===== config.mk =====
export PLATFORM = sky130hd
export DESIGN_NAME = codec_host_port
export DESIGN_NICKNAME = d
export VERILOG_FILES = /design/src/verilog/creg_pkg.sv /design/src/verilog/codec_host_port.sv /design/src/verilog/dma_channel_arbiter.sv /design/src/verilog/two_entry_buffer.sv
export SDC_FILE = /design/constraint.sdc
export NUM_CORES = 1
export LEC_CHECK = 0
export BUFFER_PORTS_ARGS = -buffer_cell sky130_fd_sc_hd__buf_4
export CORE_ASPECT_RATIO = 1.2
export CORE_UTILIZATION = 45
export DETAILED_ROUTE_END_ITERATION = 7
export PLACE_DENSITY = 0.6
export RECOVER_POWER = 100
export SYNTH_ARGS = -nofsm -noshare
export SYNTH_HDL_FRONTEND = slang
export SYNTH_SLANG_ARGS = --single-unit

===== constraint.sdc =====
create_clock -name mclk_i -period 4.43 [get_ports mclk_i]
set_input_delay 0.443 -clock mclk_i [delete_from_list [all_inputs] [get_ports mclk_i]]
set_output_delay 0.443 -clock mclk_i [all_outputs]
set_load 0.01 [all_outputs]

===== src/verilog/creg_pkg.sv =====
`default_nettype none
package creg_pkg;
    // ----------------------------------------
    // Direct port offsets from the base
    // ----------------------------------------
    localparam logic [1:0] OFS_INDEX  = 2'h0;
    localparam logic [1:0] OFS_WINDOW = 2'h1;
    localparam logic [1:0] OFS_STATUS = 2'h2;
    localparam logic [1:0] OFS_PIO    = 2'h3;
    // ----------------------------------------
    // Indirect register indices
    // ----------------------------------------
    localparam logic [4:0] IDX_PFMT   = 5'h08;
    localparam logic [4:0] IDX_IFACE  = 5'h09;
    localparam logic [4:0] IDX_MODE   = 5'h0c;
    localparam logic [4:0] IDX_EXT    = 5'h17;
    localparam logic [4:0] IDX_COMPAT = 5'h19;
    localparam logic [4:0] IDX_RSV27  = 5'h1b;
    localparam logic [4:0] IDX_CAPFMT = 5'h1c;
    localparam logic [4:0] IDX_RSV29  = 5'h1d;
    // ----------------------------------------
    // Field positions and reset values
    // ----------------------------------------
    localparam int IFC_PEN  = 0;
    localparam int IFC_CEN  = 1;
    localparam int IFC_SDC  = 2;
    localparam int IFC_PLAYBACK_BY_PROGRAMMED_IO = 6;
    localparam int IFC_CAPTURE_BY_PROGRAMMED_IO = 7;
    localparam int CMS_LSB  = 5;
    localparam int CMS_MSB  = 6;
    localparam int FMT_HI   = 7;
    localparam int FMT_LO   = 6;
    localparam int FMT_CL   = 5;
    localparam int FMT_SM   = 4;
    localparam logic [7:0] REG_RST   = 8'h00;
    localparam logic [6:0] R0_RST    = 7'h00;
    localparam logic [3:0] CODEC_ID  = 4'ha;  // Arbitrary value
    localparam logic [7:0] COMPAT_ID = 8'h05; // Arbitrary value
    typedef enum logic [1:0] {
        CMS_MODE1 = 2'b00,
        CMS_SPARE = 2'b01,
        CMS_MODE2 = 2'b10,
        CMS_MODE3 = 2'b11
    } compat_mode_select_e;
    typedef enum logic {
        CH_IDLE = 1'b0,
        CH_BUSY = 1'b1
    } chan_state_e;
endpackage
`default_nettype wire


===== src/verilog/codec_host_port.sv =====
`timescale 1ns/100ps
`default_nettype none
module codec_host_port (
    input  wire logic        mclk_i,
    input  wire logic        rst_b_i,
    input  wire logic [11:0] codec_port_base_i,
    input  wire logic [11:0] sa_i,
    input  wire logic        aen_i,
    input  wire logic        ior_b_i,
    input  wire logic        iow_b_i,
    input  wire logic [7:0]  sd_i,
    output logic      [7:0]  sd_o,
    output logic             sd_oe_o,
    input  wire logic [1:0]  dack_b_i,
    output logic      [1:0]  drq_o,
    output logic      [7:0]  play_data_o,
    output logic             play_valid_o,
    input  wire logic        play_ready_i,
    input  wire logic [7:0]  cap_data_i,
    input  wire logic        cap_valid_i,
    output logic             cap_ready_o,
    input  wire logic        core_int_i,
    input  wire logic        core_err_i,
    output logic      [7:0]  play_fmt_o,
    output logic      [7:0]  cap_fmt_o
);
    // ----------------------------------------
    // Pin synchronisers
    // ----------------------------------------
    logic [24:0] pin_meta_ff;
    logic [24:0] pin_sync_ff;
    wire  [24:0] pin_raw = {dack_b_i, sd_i, iow_b_i, ior_b_i, aen_i, sa_i};

    always_ff @(posedge mclk_i) begin
        pin_meta_ff <= pin_raw;
        pin_sync_ff <= pin_meta_ff;
    end

    wire [11:0] sa_s     = pin_sync_ff[11:0];
    wire        aen_s    = pin_sync_ff[12];
    wire        ior_b_s  = pin_sync_ff[13];
    wire        iow_b_s  = pin_sync_ff[14];
    wire [7:0]  sd_s     = pin_sync_ff[22:15];
    wire [1:0]  dack_b_s = pin_sync_ff[24:23];

    // ----------------------------------------
    // Strobe edges and cycle capture
    // ----------------------------------------
    logic       ior_b_d_ff;
    logic       iow_b_d_ff;
    logic       cyc_hit_ff;
    logic [1:0] cyc_ofs_ff;
    logic [1:0] cyc_dack_ff;
    logic [7:0] cyc_data_ff;

    // Writes land on the trailing edge of the strobe, as on the bus
    wire wr_rise    = iow_b_s & ~iow_b_d_ff;
    wire rd_rise    = ior_b_s & ~ior_b_d_ff;
    wire strobe_low = ~ior_b_s | ~iow_b_s;
    // DMA cycles carry AEN high, so address decode drops out by itself
    wire hit_now    = ~aen_s & (sa_s[11:2] == codec_port_base_i[11:2]);
    wire [1:0] ofs_now = sa_s[1:0];

    always_ff @(posedge mclk_i) begin
        if (!rst_b_i) begin
            ior_b_d_ff  <= 1'b1;
            iow_b_d_ff  <= 1'b1;
            cyc_hit_ff  <= 1'b0;
            cyc_ofs_ff  <= 2'h0;
            cyc_dack_ff <= 2'h0;
            cyc_data_ff <= 8'h00;
        end else begin
            ior_b_d_ff <= ior_b_s;
            iow_b_d_ff <= iow_b_s;
            if (strobe_low) begin
                cyc_hit_ff  <= hit_now;
                cyc_ofs_ff  <= ofs_now;
                cyc_dack_ff <= ~dack_b_s;
                cyc_data_ff <= sd_s;
            end
        end
    end

    wire wr_reg = wr_rise & cyc_hit_ff;
    wire rd_reg = rd_rise & cyc_hit_ff;
    wire wr_ptr = wr_reg & (cyc_ofs_ff == creg_pkg::OFS_INDEX);
    wire wr_win = wr_reg & (cyc_ofs_ff == creg_pkg::OFS_WINDOW);
    wire wr_pio = wr_reg & (cyc_ofs_ff == creg_pkg::OFS_PIO);
    wire rd_pio = rd_reg & (cyc_ofs_ff == creg_pkg::OFS_PIO);

    // ----------------------------------------
    // Index pointer and indirect registers
    // ----------------------------------------
    logic [6:0] r0_ff;
    logic [7:0] regs_ff [32];

    wire [7:0] mode_reg  = regs_ff[creg_pkg::IDX_MODE];
    wire [7:0] iface     = regs_ff[creg_pkg::IDX_IFACE];
    creg_pkg::compat_mode_select_e cms;
    assign cms = creg_pkg::compat_mode_select_e'(mode_reg[creg_pkg::CMS_MSB:creg_pkg::CMS_LSB]);

    // Mode field 01 has no meaning; it behaves like mode 1
    wire mode1 = (cms == creg_pkg::CMS_MODE1) | (cms == creg_pkg::CMS_SPARE);
    wire mode3 = (cms == creg_pkg::CMS_MODE3);

    // Top index bit is not decoded in mode 1
    wire [4:0] eff_idx = mode1 ? {1'b0, r0_ff[3:0]} : r0_ff[4:0];

    wire ext_hidden = (eff_idx == creg_pkg::IDX_EXT) & ~mode3;
    wire ro_idx = (eff_idx == creg_pkg::IDX_COMPAT) | (eff_idx == creg_pkg::IDX_RSV27)
                | (eff_idx == creg_pkg::IDX_RSV29) | ext_hidden;
    wire reg_we = wr_win & ~ro_idx;

    always_ff @(posedge mclk_i) begin
        if (!rst_b_i) begin
            r0_ff <= creg_pkg::R0_RST;
        end else if (wr_ptr) begin
            r0_ff <= cyc_data_ff[6:0];
        end
    end

    // Reset clears the mode field, so the port starts in mode 1
    always_ff @(posedge mclk_i) begin
        if (!rst_b_i) begin
            for (int i = 0; i < 32; i++) begin
                regs_ff[i] <= creg_pkg::REG_RST;
            end
        end else if (reg_we) begin
            regs_ff[eff_idx] <= cyc_data_ff;
        end
    end

    // ----------------------------------------
    // Interface configuration decode
    // ----------------------------------------
    wire single    = iface[creg_pkg::IFC_SDC];
    // PIO select bits take a direction off DMA whatever the channel mode
    wire play_want = iface[creg_pkg::IFC_PEN] & ~iface[creg_pkg::IFC_PLAYBACK_BY_PROGRAMMED_IO];
    // A byte whose ready pulse is out is spent; starting on it would park a channel
    wire cap_avail = cap_valid_i & ~cap_ready_o;
    wire cap_want  = iface[creg_pkg::IFC_CEN] & ~iface[creg_pkg::IFC_CAPTURE_BY_PROGRAMMED_IO] & cap_avail;

    function automatic logic [2:0] sample_bytes(input logic [7:0] fmt);
        logic wide;
        wide = (fmt[creg_pkg::FMT_HI:creg_pkg::FMT_LO] == 2'b11)
             | ((fmt[creg_pkg::FMT_HI:creg_pkg::FMT_LO] == 2'b01) & ~fmt[creg_pkg::FMT_CL]);
        case ({wide, fmt[creg_pkg::FMT_SM]})
            2'b00:   sample_bytes = 3'h1;
            2'b01:   sample_bytes = 3'h2;
            2'b10:   sample_bytes = 3'h2;
            default: sample_bytes = 3'h4;
        endcase
    endfunction

    wire [7:0] play_fmt = regs_ff[creg_pkg::IDX_PFMT];
    wire [7:0] cap_fmt  = mode1 ? play_fmt : regs_ff[creg_pkg::IDX_CAPFMT];

    // ----------------------------------------
    // DMA request sequencing
    // ----------------------------------------
    logic       buf_in_rdy;
    logic       ch0_cap;
    logic [1:0] dma_done;

    // The host acks pair k and strobes once per byte
    assign dma_done[0] = (wr_rise | rd_rise) & cyc_dack_ff[0];
    assign dma_done[1] = (wr_rise | rd_rise) & cyc_dack_ff[1];

    wire dma_play_byte = wr_rise & cyc_dack_ff[0] & ~ch0_cap;
    wire dma_cap_byte  = rd_rise & ((cyc_dack_ff[0] & ch0_cap) | cyc_dack_ff[1]);

    // Only routing depends on the single-channel bit; sample
    // sizes and data paths are the same in both modes
    dma_channel_arbiter u_arb (
        .mclk_i       (mclk_i),
        .rst_b_i      (rst_b_i),
        .single_i     (single),
        .play_want_i  (play_want),
        .cap_want_i   (cap_want),
        .play_room_i  (buf_in_rdy),
        .cap_room_i   (cap_avail),
        .play_bytes_i (sample_bytes(play_fmt)),
        .cap_bytes_i  (sample_bytes(cap_fmt)),
        .done_i       (dma_done),
        .req_o        (drq_o),
        .ch0_cap_o    (ch0_cap)
    );

    // ----------------------------------------
    // Playback data path
    // ----------------------------------------
    // A full buffer keeps the playback request low, so DMA never
    // overruns it; a PIO writer must watch the ready status bit
    wire pb_push = dma_play_byte | wr_pio;

    two_entry_buffer u_pbuf (
        .mclk_i      (mclk_i),
        .rst_b_i     (rst_b_i),
        .in_valid_i  (pb_push),
        .in_data_i   (cyc_data_ff),
        .in_ready_o  (buf_in_rdy),
        .out_valid_o (play_valid_o),
        .out_data_o  (play_data_o),
        .out_ready_i (play_ready_i)
    );

    // ----------------------------------------
    // Read data
    // ----------------------------------------
    wire cap_dack_now = (~dack_b_s[0] & ch0_cap) | ~dack_b_s[1];

    wire [7:0] status_byte = {2'b00, cap_valid_i, core_err_i,
                              2'b00, buf_in_rdy, core_int_i};

    wire [7:0] win_rd =
        (eff_idx == creg_pkg::IDX_MODE)   ? {1'b1, mode_reg[6:5], 1'b0, creg_pkg::CODEC_ID} :
        (eff_idx == creg_pkg::IDX_COMPAT) ? creg_pkg::COMPAT_ID :
        ro_idx                            ? 8'h00 :
                                            regs_ff[eff_idx];

    wire [7:0] rd_byte =
        cap_dack_now                     ? cap_data_i :
        (ofs_now == creg_pkg::OFS_INDEX)  ? {1'b0, r0_ff} :
        (ofs_now == creg_pkg::OFS_WINDOW) ? win_rd :
        (ofs_now == creg_pkg::OFS_STATUS) ? status_byte :
                                            cap_data_i;

    // ----------------------------------------
    // Output flops
    // ----------------------------------------
    always_ff @(posedge mclk_i) begin
        if (!rst_b_i) begin
            sd_o        <= 8'h00;
            sd_oe_o     <= 1'b0;
            cap_ready_o <= 1'b0;
            play_fmt_o  <= 8'h00;
            cap_fmt_o   <= 8'h00;
        end else begin
            sd_o        <= rd_byte;
            sd_oe_o     <= ~ior_b_s & (hit_now | cap_dack_now);
            cap_ready_o <= dma_cap_byte | rd_pio;
            play_fmt_o  <= play_fmt;
            cap_fmt_o   <= cap_fmt;
        end
    end

    // ----------------------------------------
    // Checks
    // ----------------------------------------
    AST_MODE1_WRAP: assert property (@(posedge mclk_i) disable iff (!rst_b_i)
        wr_win && mode1 && r0_ff[4:0] == 5'h19
        |=> regs_ff[creg_pkg::IDX_IFACE] == $past(cyc_data_ff))
        else $error("mode 1 index 25 did not alias index 9");

    AST_MODE1_HIDE: assert property (@(posedge mclk_i) disable iff (!rst_b_i)
        wr_win && mode1 && r0_ff[4:0] == creg_pkg::IDX_CAPFMT
        |=> $stable(regs_ff[creg_pkg::IDX_CAPFMT]))
        else $error("upper register written in mode 1");

    AST_MODE2_UPPER: assert property (@(posedge mclk_i) disable iff (!rst_b_i)
        wr_win && cms == creg_pkg::CMS_MODE2 && r0_ff[4:0] == creg_pkg::IDX_CAPFMT
        |=> regs_ff[creg_pkg::IDX_CAPFMT] == $past(cyc_data_ff))
        else $error("upper register unreachable in mode 2");

    AST_EXT_LOCK: assert property (@(posedge mclk_i) disable iff (!rst_b_i)
        wr_win && !mode3 && eff_idx == creg_pkg::IDX_EXT
        |=> $stable(regs_ff[creg_pkg::IDX_EXT]))
        else $error("extended access written outside mode 3");

    AST_CMS_MODE2: assert property (@(posedge mclk_i) disable iff (!rst_b_i)
        wr_win && eff_idx == creg_pkg::IDX_MODE && cyc_data_ff[6:5] == 2'b10
        |=> cms == creg_pkg::CMS_MODE2 ##1 !mode1)
        else $error("mode field 10 did not select mode 2");

    AST_CMS_MODE3: assert property (@(posedge mclk_i) disable iff (!rst_b_i)
        wr_win && eff_idx == creg_pkg::IDX_MODE && cyc_data_ff[6:5] == 2'b11
        |=> mode3)
        else $error("mode field 11 did not select mode 3");

    AST_CAP_FMT: assert property (@(posedge mclk_i) disable iff (!rst_b_i)
        !mode1 |=> cap_fmt_o == $past(regs_ff[creg_pkg::IDX_CAPFMT]))
        else $error("capture format not taken from capture register");

    AST_PIO_PLAY: assert property (@(posedge mclk_i) disable iff (!rst_b_i)
        wr_pio && buf_in_rdy |=> play_valid_o)
        else $error("PIO playback byte lost");

    AST_PTR_WRITE: assert property (@(posedge mclk_i) disable iff (!rst_b_i)
        wr_ptr |=> r0_ff == $past(cyc_data_ff[6:0]))
        else $error("index pointer write lost");

    AST_IFACE_SDC: assert property (@(posedge mclk_i) disable iff (!rst_b_i)
        wr_win && eff_idx == creg_pkg::IDX_IFACE
        |=> single == $past(cyc_data_ff[creg_pkg::IFC_SDC]))
        else $error("single-channel bit did not follow interface_config");

    AST_OE_IDLE: assert property (@(posedge mclk_i) disable iff (!rst_b_i)
        ior_b_s |=> !sd_oe_o)
        else $error("data bus driven without a read strobe");

    AST_STATUS_READ: assert property (@(posedge mclk_i) disable iff (!rst_b_i)
        !ior_b_s && hit_now && ofs_now == creg_pkg::OFS_STATUS && !cap_dack_now
        |=> sd_o == $past(status_byte))
        else $error("status port read returned wrong byte");

    AST_WIN_READ: assert property (@(posedge mclk_i) disable iff (!rst_b_i)
        !ior_b_s && hit_now && ofs_now == creg_pkg::OFS_WINDOW && !cap_dack_now
        |=> sd_o == $past(win_rd))
        else $error("window read returned wrong byte");

    AST_PIO_CAP_ACK: assert property (@(posedge mclk_i) disable iff (!rst_b_i)
        rd_pio |=> cap_ready_o)
        else $error("PIO capture read not acknowledged to the core");

    AST_CAP_FMT_MODE1: assert property (@(posedge mclk_i) disable iff (!rst_b_i)
        mode1 |=> cap_fmt_o == $past(play_fmt))
        else $error("mode 1 capture format differs from playback format");

    AST_FMT_SINGLE: assert property (@(posedge mclk_i) disable iff (!rst_b_i)
        single |=> play_fmt_o == $past(play_fmt))
        else $error("single-channel mode disturbed the playback format");
endmodule
`default_nettype wire


===== src/verilog/dma_channel_arbiter.sv =====
`timescale 1ns/100ps
`default_nettype none
module dma_channel_arbiter (
    input  wire logic       mclk_i,
    input  wire logic       rst_b_i,
    input  wire logic       single_i,
    input  wire logic       play_want_i,
    input  wire logic       cap_want_i,
    input  wire logic       play_room_i,
    input  wire logic       cap_room_i,
    input  wire logic [2:0] play_bytes_i,
    input  wire logic [2:0] cap_bytes_i,
    input  wire logic [1:0] done_i,
    output logic [1:0]      req_o,
    output logic            ch0_cap_o
);
    logic       cap_own_ff;
    wire        start0 = single_i ? (play_want_i | cap_want_i) : play_want_i;
    wire        own0   = single_i & ~play_want_i;
    wire  [1:0] start  = {~single_i & cap_want_i, start0};
    wire  [1:0] room   = {cap_room_i, cap_own_ff ? cap_room_i : play_room_i};
    wire  [2:0] bytes0 = own0 ? cap_bytes_i : play_bytes_i;

    // ----------------------------------------
    // One sample sequencer per request pair
    // ----------------------------------------
    for (genvar k = 0; k < 2; k++) begin : g_ch
        creg_pkg::chan_state_e st_ff, nxt_st;
        logic [2:0] left_ff, nxt_left;
        logic       req_ff, nxt_req;
        always_comb begin
            nxt_st   = st_ff;
            nxt_left = left_ff;
            nxt_req  = req_ff;
            case (st_ff)
                creg_pkg::CH_IDLE: begin
                    if (start[k]) begin
                        nxt_st   = creg_pkg::CH_BUSY;
                        nxt_left = (k == 0) ? bytes0 : cap_bytes_i;
                    end
                end
                creg_pkg::CH_BUSY: begin
                    // Owner is fixed until the last byte: no interleave
                    if (req_ff && done_i[k]) begin
                        nxt_req  = 1'b0;
                        nxt_left = left_ff - 3'h1;
                        if (left_ff == 3'h1) begin
                            nxt_st = creg_pkg::CH_IDLE;
                        end
                    end else if (!req_ff) begin
                        nxt_req = room[k];
                    end
                end
                default: nxt_st = creg_pkg::CH_IDLE;
            endcase
        end
        always_ff @(posedge mclk_i) begin
            st_ff   <= rst_b_i ? nxt_st : creg_pkg::CH_IDLE;
            left_ff <= rst_b_i ? nxt_left : 3'h0;
            req_ff  <= rst_b_i & nxt_req;
        end
        assign req_o[k] = req_ff;
    end

    always_ff @(posedge mclk_i) begin
        if (!rst_b_i) begin
            cap_own_ff <= 1'b0;
        end else if (g_ch[0].st_ff == creg_pkg::CH_IDLE && start0) begin
            cap_own_ff <= own0;
        end
    end
    assign ch0_cap_o = cap_own_ff;

    AST_REQ_HOLD: assert property (@(posedge mclk_i) disable iff (!rst_b_i)
        g_ch[0].req_ff && !done_i[0] |=> g_ch[0].req_ff)
        else $error("request dropped before its byte cycle");
    AST_ONE_DIR: assert property (@(posedge mclk_i) disable iff (!rst_b_i)
        g_ch[1].st_ff == creg_pkg::CH_IDLE && single_i |=> g_ch[1].st_ff == creg_pkg::CH_IDLE)
        else $error("second channel started in single mode");
    AST_PLAY_FIRST: assert property (@(posedge mclk_i) disable iff (!rst_b_i)
        g_ch[0].st_ff == creg_pkg::CH_IDLE && single_i && play_want_i && cap_want_i
        |=> g_ch[0].st_ff == creg_pkg::CH_BUSY && !cap_own_ff)
        else $error("capture won over playback");
    AST_DUAL_ROUTE: assert property (@(posedge mclk_i) disable iff (!rst_b_i)
        g_ch[0].st_ff == creg_pkg::CH_IDLE && start0 && !single_i |=> !cap_own_ff)
        else $error("capture placed on pair 0 in dual mode");
endmodule
`default_nettype wire


===== src/verilog/two_entry_buffer.sv =====
`timescale 1ns/100ps
`default_nettype none
module two_entry_buffer (
    input  wire logic       mclk_i,
    input  wire logic       rst_b_i,
    input  wire logic       in_valid_i,
    input  wire logic [7:0] in_data_i,
    output logic            in_ready_o,
    output logic            out_valid_o,
    output logic [7:0]      out_data_o,
    input  wire logic       out_ready_i
);
    logic [7:0] d0_ff, d1_ff, nxt_d0, nxt_d1;
    logic       v0_ff, v1_ff, nxt_v0, nxt_v1;
    wire        push = in_valid_i & ~v1_ff;
    wire        pop  = v0_ff & out_ready_i;

    // Head stays in d0 so the drain side always sees a flop
    always_comb begin
        nxt_d0 = d0_ff;
        nxt_d1 = d1_ff;
        nxt_v0 = v0_ff;
        nxt_v1 = v1_ff;
        if (pop && v1_ff) begin
            nxt_d0 = d1_ff;
            nxt_v1 = 1'b0;
        end else if (pop) begin
            nxt_v0 = push;
            nxt_d0 = push ? in_data_i : d0_ff;
        end else if (push && !v0_ff) begin
            nxt_v0 = 1'b1;
            nxt_d0 = in_data_i;
        end else if (push) begin
            nxt_v1 = 1'b1;
            nxt_d1 = in_data_i;
        end
    end

    always_ff @(posedge mclk_i) begin
        d0_ff <= nxt_d0;
        d1_ff <= nxt_d1;
        v0_ff <= rst_b_i & nxt_v0;
        v1_ff <= rst_b_i & nxt_v1;
    end

    assign in_ready_o  = ~v1_ff;
    assign out_valid_o = v0_ff;
    assign out_data_o  = d0_ff;
endmodule
`default_nettype wire

# --- Word-level counts from Yosys, hierarchy flattened ---
# Memory sizes are Yosys's and may differ from the RTL's.
# Index checks and enable logic that the tools add are counted.
totals:
  elab_cells: 197
  n_memories: 1
  input_bits: 51
  out_inout_bits: 37
  mem_bits_rw: 256
  ff_bits: 127
memory_table:
  columns: ["memory", "depth", "word_bits", "read_ports", "rd_ports_with_merged_regs", "write_ports", "line_no", "rtl"]
  rows:
  - ["regs_ff", 32, 8, 5, 0, 32, "codec_host_port.sv:95", "logic [7:0] regs_ff [32];"]
classes:
  muxes: 52
  bitwise: 71
  n_eq_ne: 27
  reduce_logical: 19
  n_addsub: 2
op_table:
  columns: ["cell", "n"]
  rows:
  - ["$mux 8", 13]
  - ["$and 1x1->1", 33]
  - ["$mux 1", 26]
  - ["$pmux 3 s2", 4]
  - ["$not 1->1", 23]
  - ["$eq 5x5->1 const B", 4]
  - ["$mux 3", 5]
  - ["$eq 2x1->1 const B", 7]
  - ["$eq 2x2->1 const B", 7]
  - ["$or 1x1->1", 14]
  - ["$eq 10x10->1", 1]
  - ["$logic_not 2->1", 5]
  - ["$mux 5", 2]
  - ["$reduce_or 8->1", 1]
  - ["$eq 3x1->1 const B", 2]
  - ["$reduce_and 2->1", 3]
  - ["$sub 3x1->3 const B", 2]
  - ["$eq 5x4->1 const B", 1]
  - ["$logic_and 1x1->1", 5]
  - ["$ne 2x1->1 const B", 2]
  - ["$ne 2x2->1 const B", 2]
  - ["$pmux 1 s2", 2]
  - ["$reduce_and 4->1", 1]
  - ["$reduce_or 2->1", 2]
  - ["other kinds (4)", 4]

# --- Longest topological paths before layout ---
# An unclocked memory read counts as a cell.
logic_depth:
  depth_word: 15
  depth_mapped: 11
  depth_no_buf: 10

# --- By module ---
# From an unflattened synthesis, not the netlist that was laid out.
unflattened:
  cells_unflattened: 1191
  area_unflattened_um2: 16340.7
modules_own_cells:
  columns: ["mod", "seq_area_each_um2", "area_per_inst_um2", "n_inst", "cells_per_inst"]
  rows:
  - ["codec_host_port", 9649.3, 14979.4, 1, 1073]
  - ["two_entry_buffer", 520.5, 689.4, 1, 40]
  - ["dma_channel_arbiter", 220.2, 671.9, 1, 78]

# --- Least setup slack after synthesis ---
# No wires, ideal clock.
synth_timing:
  path_type: "reg2reg"
  start: "register r0_ff[0]"
  end: "memory regs_ff[9][0] (enable)"
  setup_time_ps: 384
  path_slack_ps: 2132
  path_buffers: 4
  arrival_ps: 1914
  t_required_ps: 4046
  stages_incl_launch_ff: 9
  period_less_slack_ps: 2298
  path_cell_list: "dfxtp_1 > buf_6 > buf_12 > buf_6 > inv_2 > nor2_1 > nand3_1 > buf_2 > o21ai_0"
synth_rtl:
  columns: ["element", "line_no", "rtl"]
  rows:
  - ["start, declared", "codec_host_port.sv:94", "logic [6:0] r0_ff;"]
  - ["start signal, assigned", "codec_host_port.sv:116", "r0_ff <= creg_pkg::R0_RST;"]
  - ["start signal, assigned", "codec_host_port.sv:118", "r0_ff <= cyc_data_ff[6:0];"]
  - ["end, declared", "codec_host_port.sv:95", null]

==> impl_metrics.py <==
metrics = {
    "outcome": {
        "status": "finished with violations",
        "violations": "max-capacitance violations, max-slew violations",
    },
    "logic_synthesis": {
        "ys_seq_elements": 383,
        "yosysSeqAreaShare_pct": 63.4,
        "synth_edf_count": 272,
        "synth_xor_area_share_pct": 0.534,
        "synth_adder_area_share_pct": 0.610,
        "syn_area_mm2": 0.0164,
        "ys_types": 66,
        "synth_compound_area_share_pct": 6.68,
        "ys_warn_count": 0,
        "synth_top_family_by_area": "simple AND/OR/NAND/NOR gates",
        "synthArstFlopShare_pct": 0,
        "synthSimpleGateAreaFrac_pct": 15.8,
        "syn_avg_cell_area_um2": 13.3,
        "ys_dominant_reg_cell": "edfxtp_1",
        "synthCells": 1236,
        "synthMuxAreaShare_pct": 9.94,
    },
    "routing": {
        "ant_nets": 0,
        "finalWirelength_mm": 41.4,
        "initialDrtViolationCount": 869,
        "drt-pass1-iter-count": 5,
        "post_drt_via_cell_ratio": 5.48,
        "vias": 10271,
        "drc_errors": 0,
        "wl_per_cell_um": 22.1,
    },
    "worst_setup_path": {
        "crit_type": "reg2reg",
        "required_ns": 4.70,
        "critPathLaunchType": "flip-flop",
        "crit_fanout": 14,
        "arrival_ns": 4.05,
        "endpoint_kind": "flip-flop",
    },
    "cells_and_area": {
        "layout_common_cells": "edfxtp_1 (272), and2_0 (146), dfxtp_1 (109)",
        "syn2layout_area_growth_pct": 15.3,
        "drive_gt1_share_pct": 12.9,
        "mostFrequentLayoutCell": "edfxtp_1",
        "nets": 1438,
        "antenna_cells": 0,
    },
    "timing": {
        "slew_viol_final": 186,
        "finalCriticalPeriod_ns": 3.78,
        "fin_setup_tns_ns": 0,
        "slew_headroom_pct": -75.4,
        "setup-violations-final": 0,
        "postLayoutSetupSlackWorst_ns": 0.652,
        "fin_crit_sh_pct": 85.3,
        "rsz0062_at_grt": "no",
        "finalClockSkew_ns": 0.0246,
        "worst_pin_slew_ns": 2.63,
        "hold_violations": 0,
        "max_freq_mhz": 265,
    },
    "pwr": {
        "power_frac_seq_pct": 53.3,
        "powerDensity_mw_per_mm2": 402,
        "combPwrFrac_pct": 4.4,
        "peakVddDrop_mv": 0.280,
        "leakage_uw": 0.00668,
        "p_sw_uw": 1640,
        "swShare_pct": 21.6,
        "clock_power_share_pct": 42.3,
        "internal_power_uw": 5950,
    },
    "die": {
        "start_util_pct": 45.6,
        "rows": 76,
        "die-width_um": 176,
        "pin_count": 88,
        "die_h_um": 211,
        "die_area_mm2": 0.0372,
        "coreArea_mm2": 0.0359,
    },
    "global_route": {
        "grt_pass1_vias": 10338,
        "grt_max_degree": 51,
        "grt_pass1_wl_mm": 62.9,
        "grt_usage_pct": 22.8,
        "grt_overflow": 0,
        "antenna_found_initial": 0,
    },
    "cts": {
        "numCtsBuffers": 39,
        "root_buffer": "clkbuf_16",
        "cts_tree": "done",
        "clock_latency_ns": 0.56,
        "cts_resized": 0,
        "cts_buffer_depth": 3,
        "cts.sinks": 383,
        "htreeDepth": 2,
        "path_clk_slew_ns": 0.06,
    },
    "worst_hold_path": {
        "min_path_type": "in2reg",
    },
    "run": {
        "cap_violations": 5,
    },
    "place": {
        "place.gp.congestion": 0.911,
        "dp_hpwl_mm": 26.9,
        "post-place-ws_ns": 1.42,
        "port_buffers": 85,
    },
}
## critical path, stage by stage (launching register included)
cell      delay, ns
edfxtp_1       0.66
and2_0         0.22
clkbuf_1       0.64
nand2_1        0.38
nand3_1        0.34
clkbuf_1       0.55
o21ai_0        0.32
clkbuf_1       0.36
## kinds of logic (layout without fill, tap and decap cells)
logic type / count (synthesis) / after routing
XOR/XNOR: 10 / 10
buffers and inverters: 107 / 254
other: 1 / 24
AND/OR/NAND/NOR: 469 / 469
multiplexers: 88 / 88
flip-flops: 383 / 383
AO/OA/AOI/OAI: 170 / 170
adder cells (fa/ha/maj): 8 / 8
## cell usage after synthesis (13+ instances only)
master / instances / area (um2)
o21ai_0: 54 / 270
edfxtp_1: 272 / 8170
nor3_1: 13 / 65.1
mux2i_1: 23 / 230
dfxtp_1: 111 / 2220
and2_1: 241 / 1510
nand2_1: 69 / 259
nand3_1: 16 / 80.1
inv_1: 22 / 82.6
clkbuf_1: 56 / 210
nand2b_1: 14 / 87.6
mux4_2: 46 / 1040
a21oi_1: 41 / 205
nor2_1: 69 / 259
## sequential cells by signal, summed over array words and instances, names as in the netlist, 6 cells and up
name and cells:
r0_ff 7, play_fmt_o 8, cyc_data_ff 8, pin_sync_ff 25, u_pbuf.d1_ff 8, u_pbuf.out_data_o 8, cap_fmt_o 8, regs_ff 256
sd_o 8, pin_meta_ff 25, u_arb.g_ch.left_ff 6
## through the flow
step	total power, uW	cell area, um2	util, %	hold WS, ns	instances
finish	7590	18900	52.6	0.199	1874
global route	7820	18900	52.6	0.214	1874
CTS	7670	19200	53.4	0.183	1874
detailed placement	4460	17700	49.2	0.312	1781
global placement	4450	17700	49.2	0.310	1781
floorplan	4270	16500	-	0.310	1259
## worst paths after layout
check                                startpoint              end  slack [ns]  cells past startpoint
worst max-delay path             regs_ff[12][6]   regs_ff[21][5]        0.65                      7
worst max register to register   regs_ff[12][6]   regs_ff[21][5]        0.65                      7
worst min-delay path               play_ready_i     u_pbuf.v1_ff        0.20                      4
worst min register to register  pin_meta_ff[23]  pin_sync_ff[23]        0.32                      0
## metal layers
metal | vias to the layer above | routed length (um) | global-route usage, %
li1 | 4754 | - | -
met2 | 313 | 20600 | 38.6
met3 | 80 | 2100 | 3.46
met5 | - | 0 | 0
met4 | 0 | 1360 | 8.10
met1 | 5124 | 17400 | 29.7
## area by class of cell
cell class / count / area (um2)
Timing Repair Buffer: 161 / 1010
Sequential cell: 383 / 10400
Clock inverter: 15 / 131
Inverter: 25 / 93.8
Fill cell: 3050 / 17000
Tap cell: 468 / 586
Multi-Input combinational cell: 769 / 5590
Clock buffer: 53 / 1100
## what timing repair did
action	CTS	global route
endpoints found under the hold margin	25	0
setup buffers	0	0
hold buffers	25	0
## power groups by stage
stage / sequential [uW] / combinational [uW] / clock, uW
floorplan: 4080 / 185 / 0
global placement: 4120 / 334 / 0
detailed placement: 4130 / 338 / 0
CTS: 4050 / 357 / 3270
global route: 4060 / 364 / 3390
finish: 4050 / 334 / 3210
No activity file was read; power rests on OpenSTA's default activity.
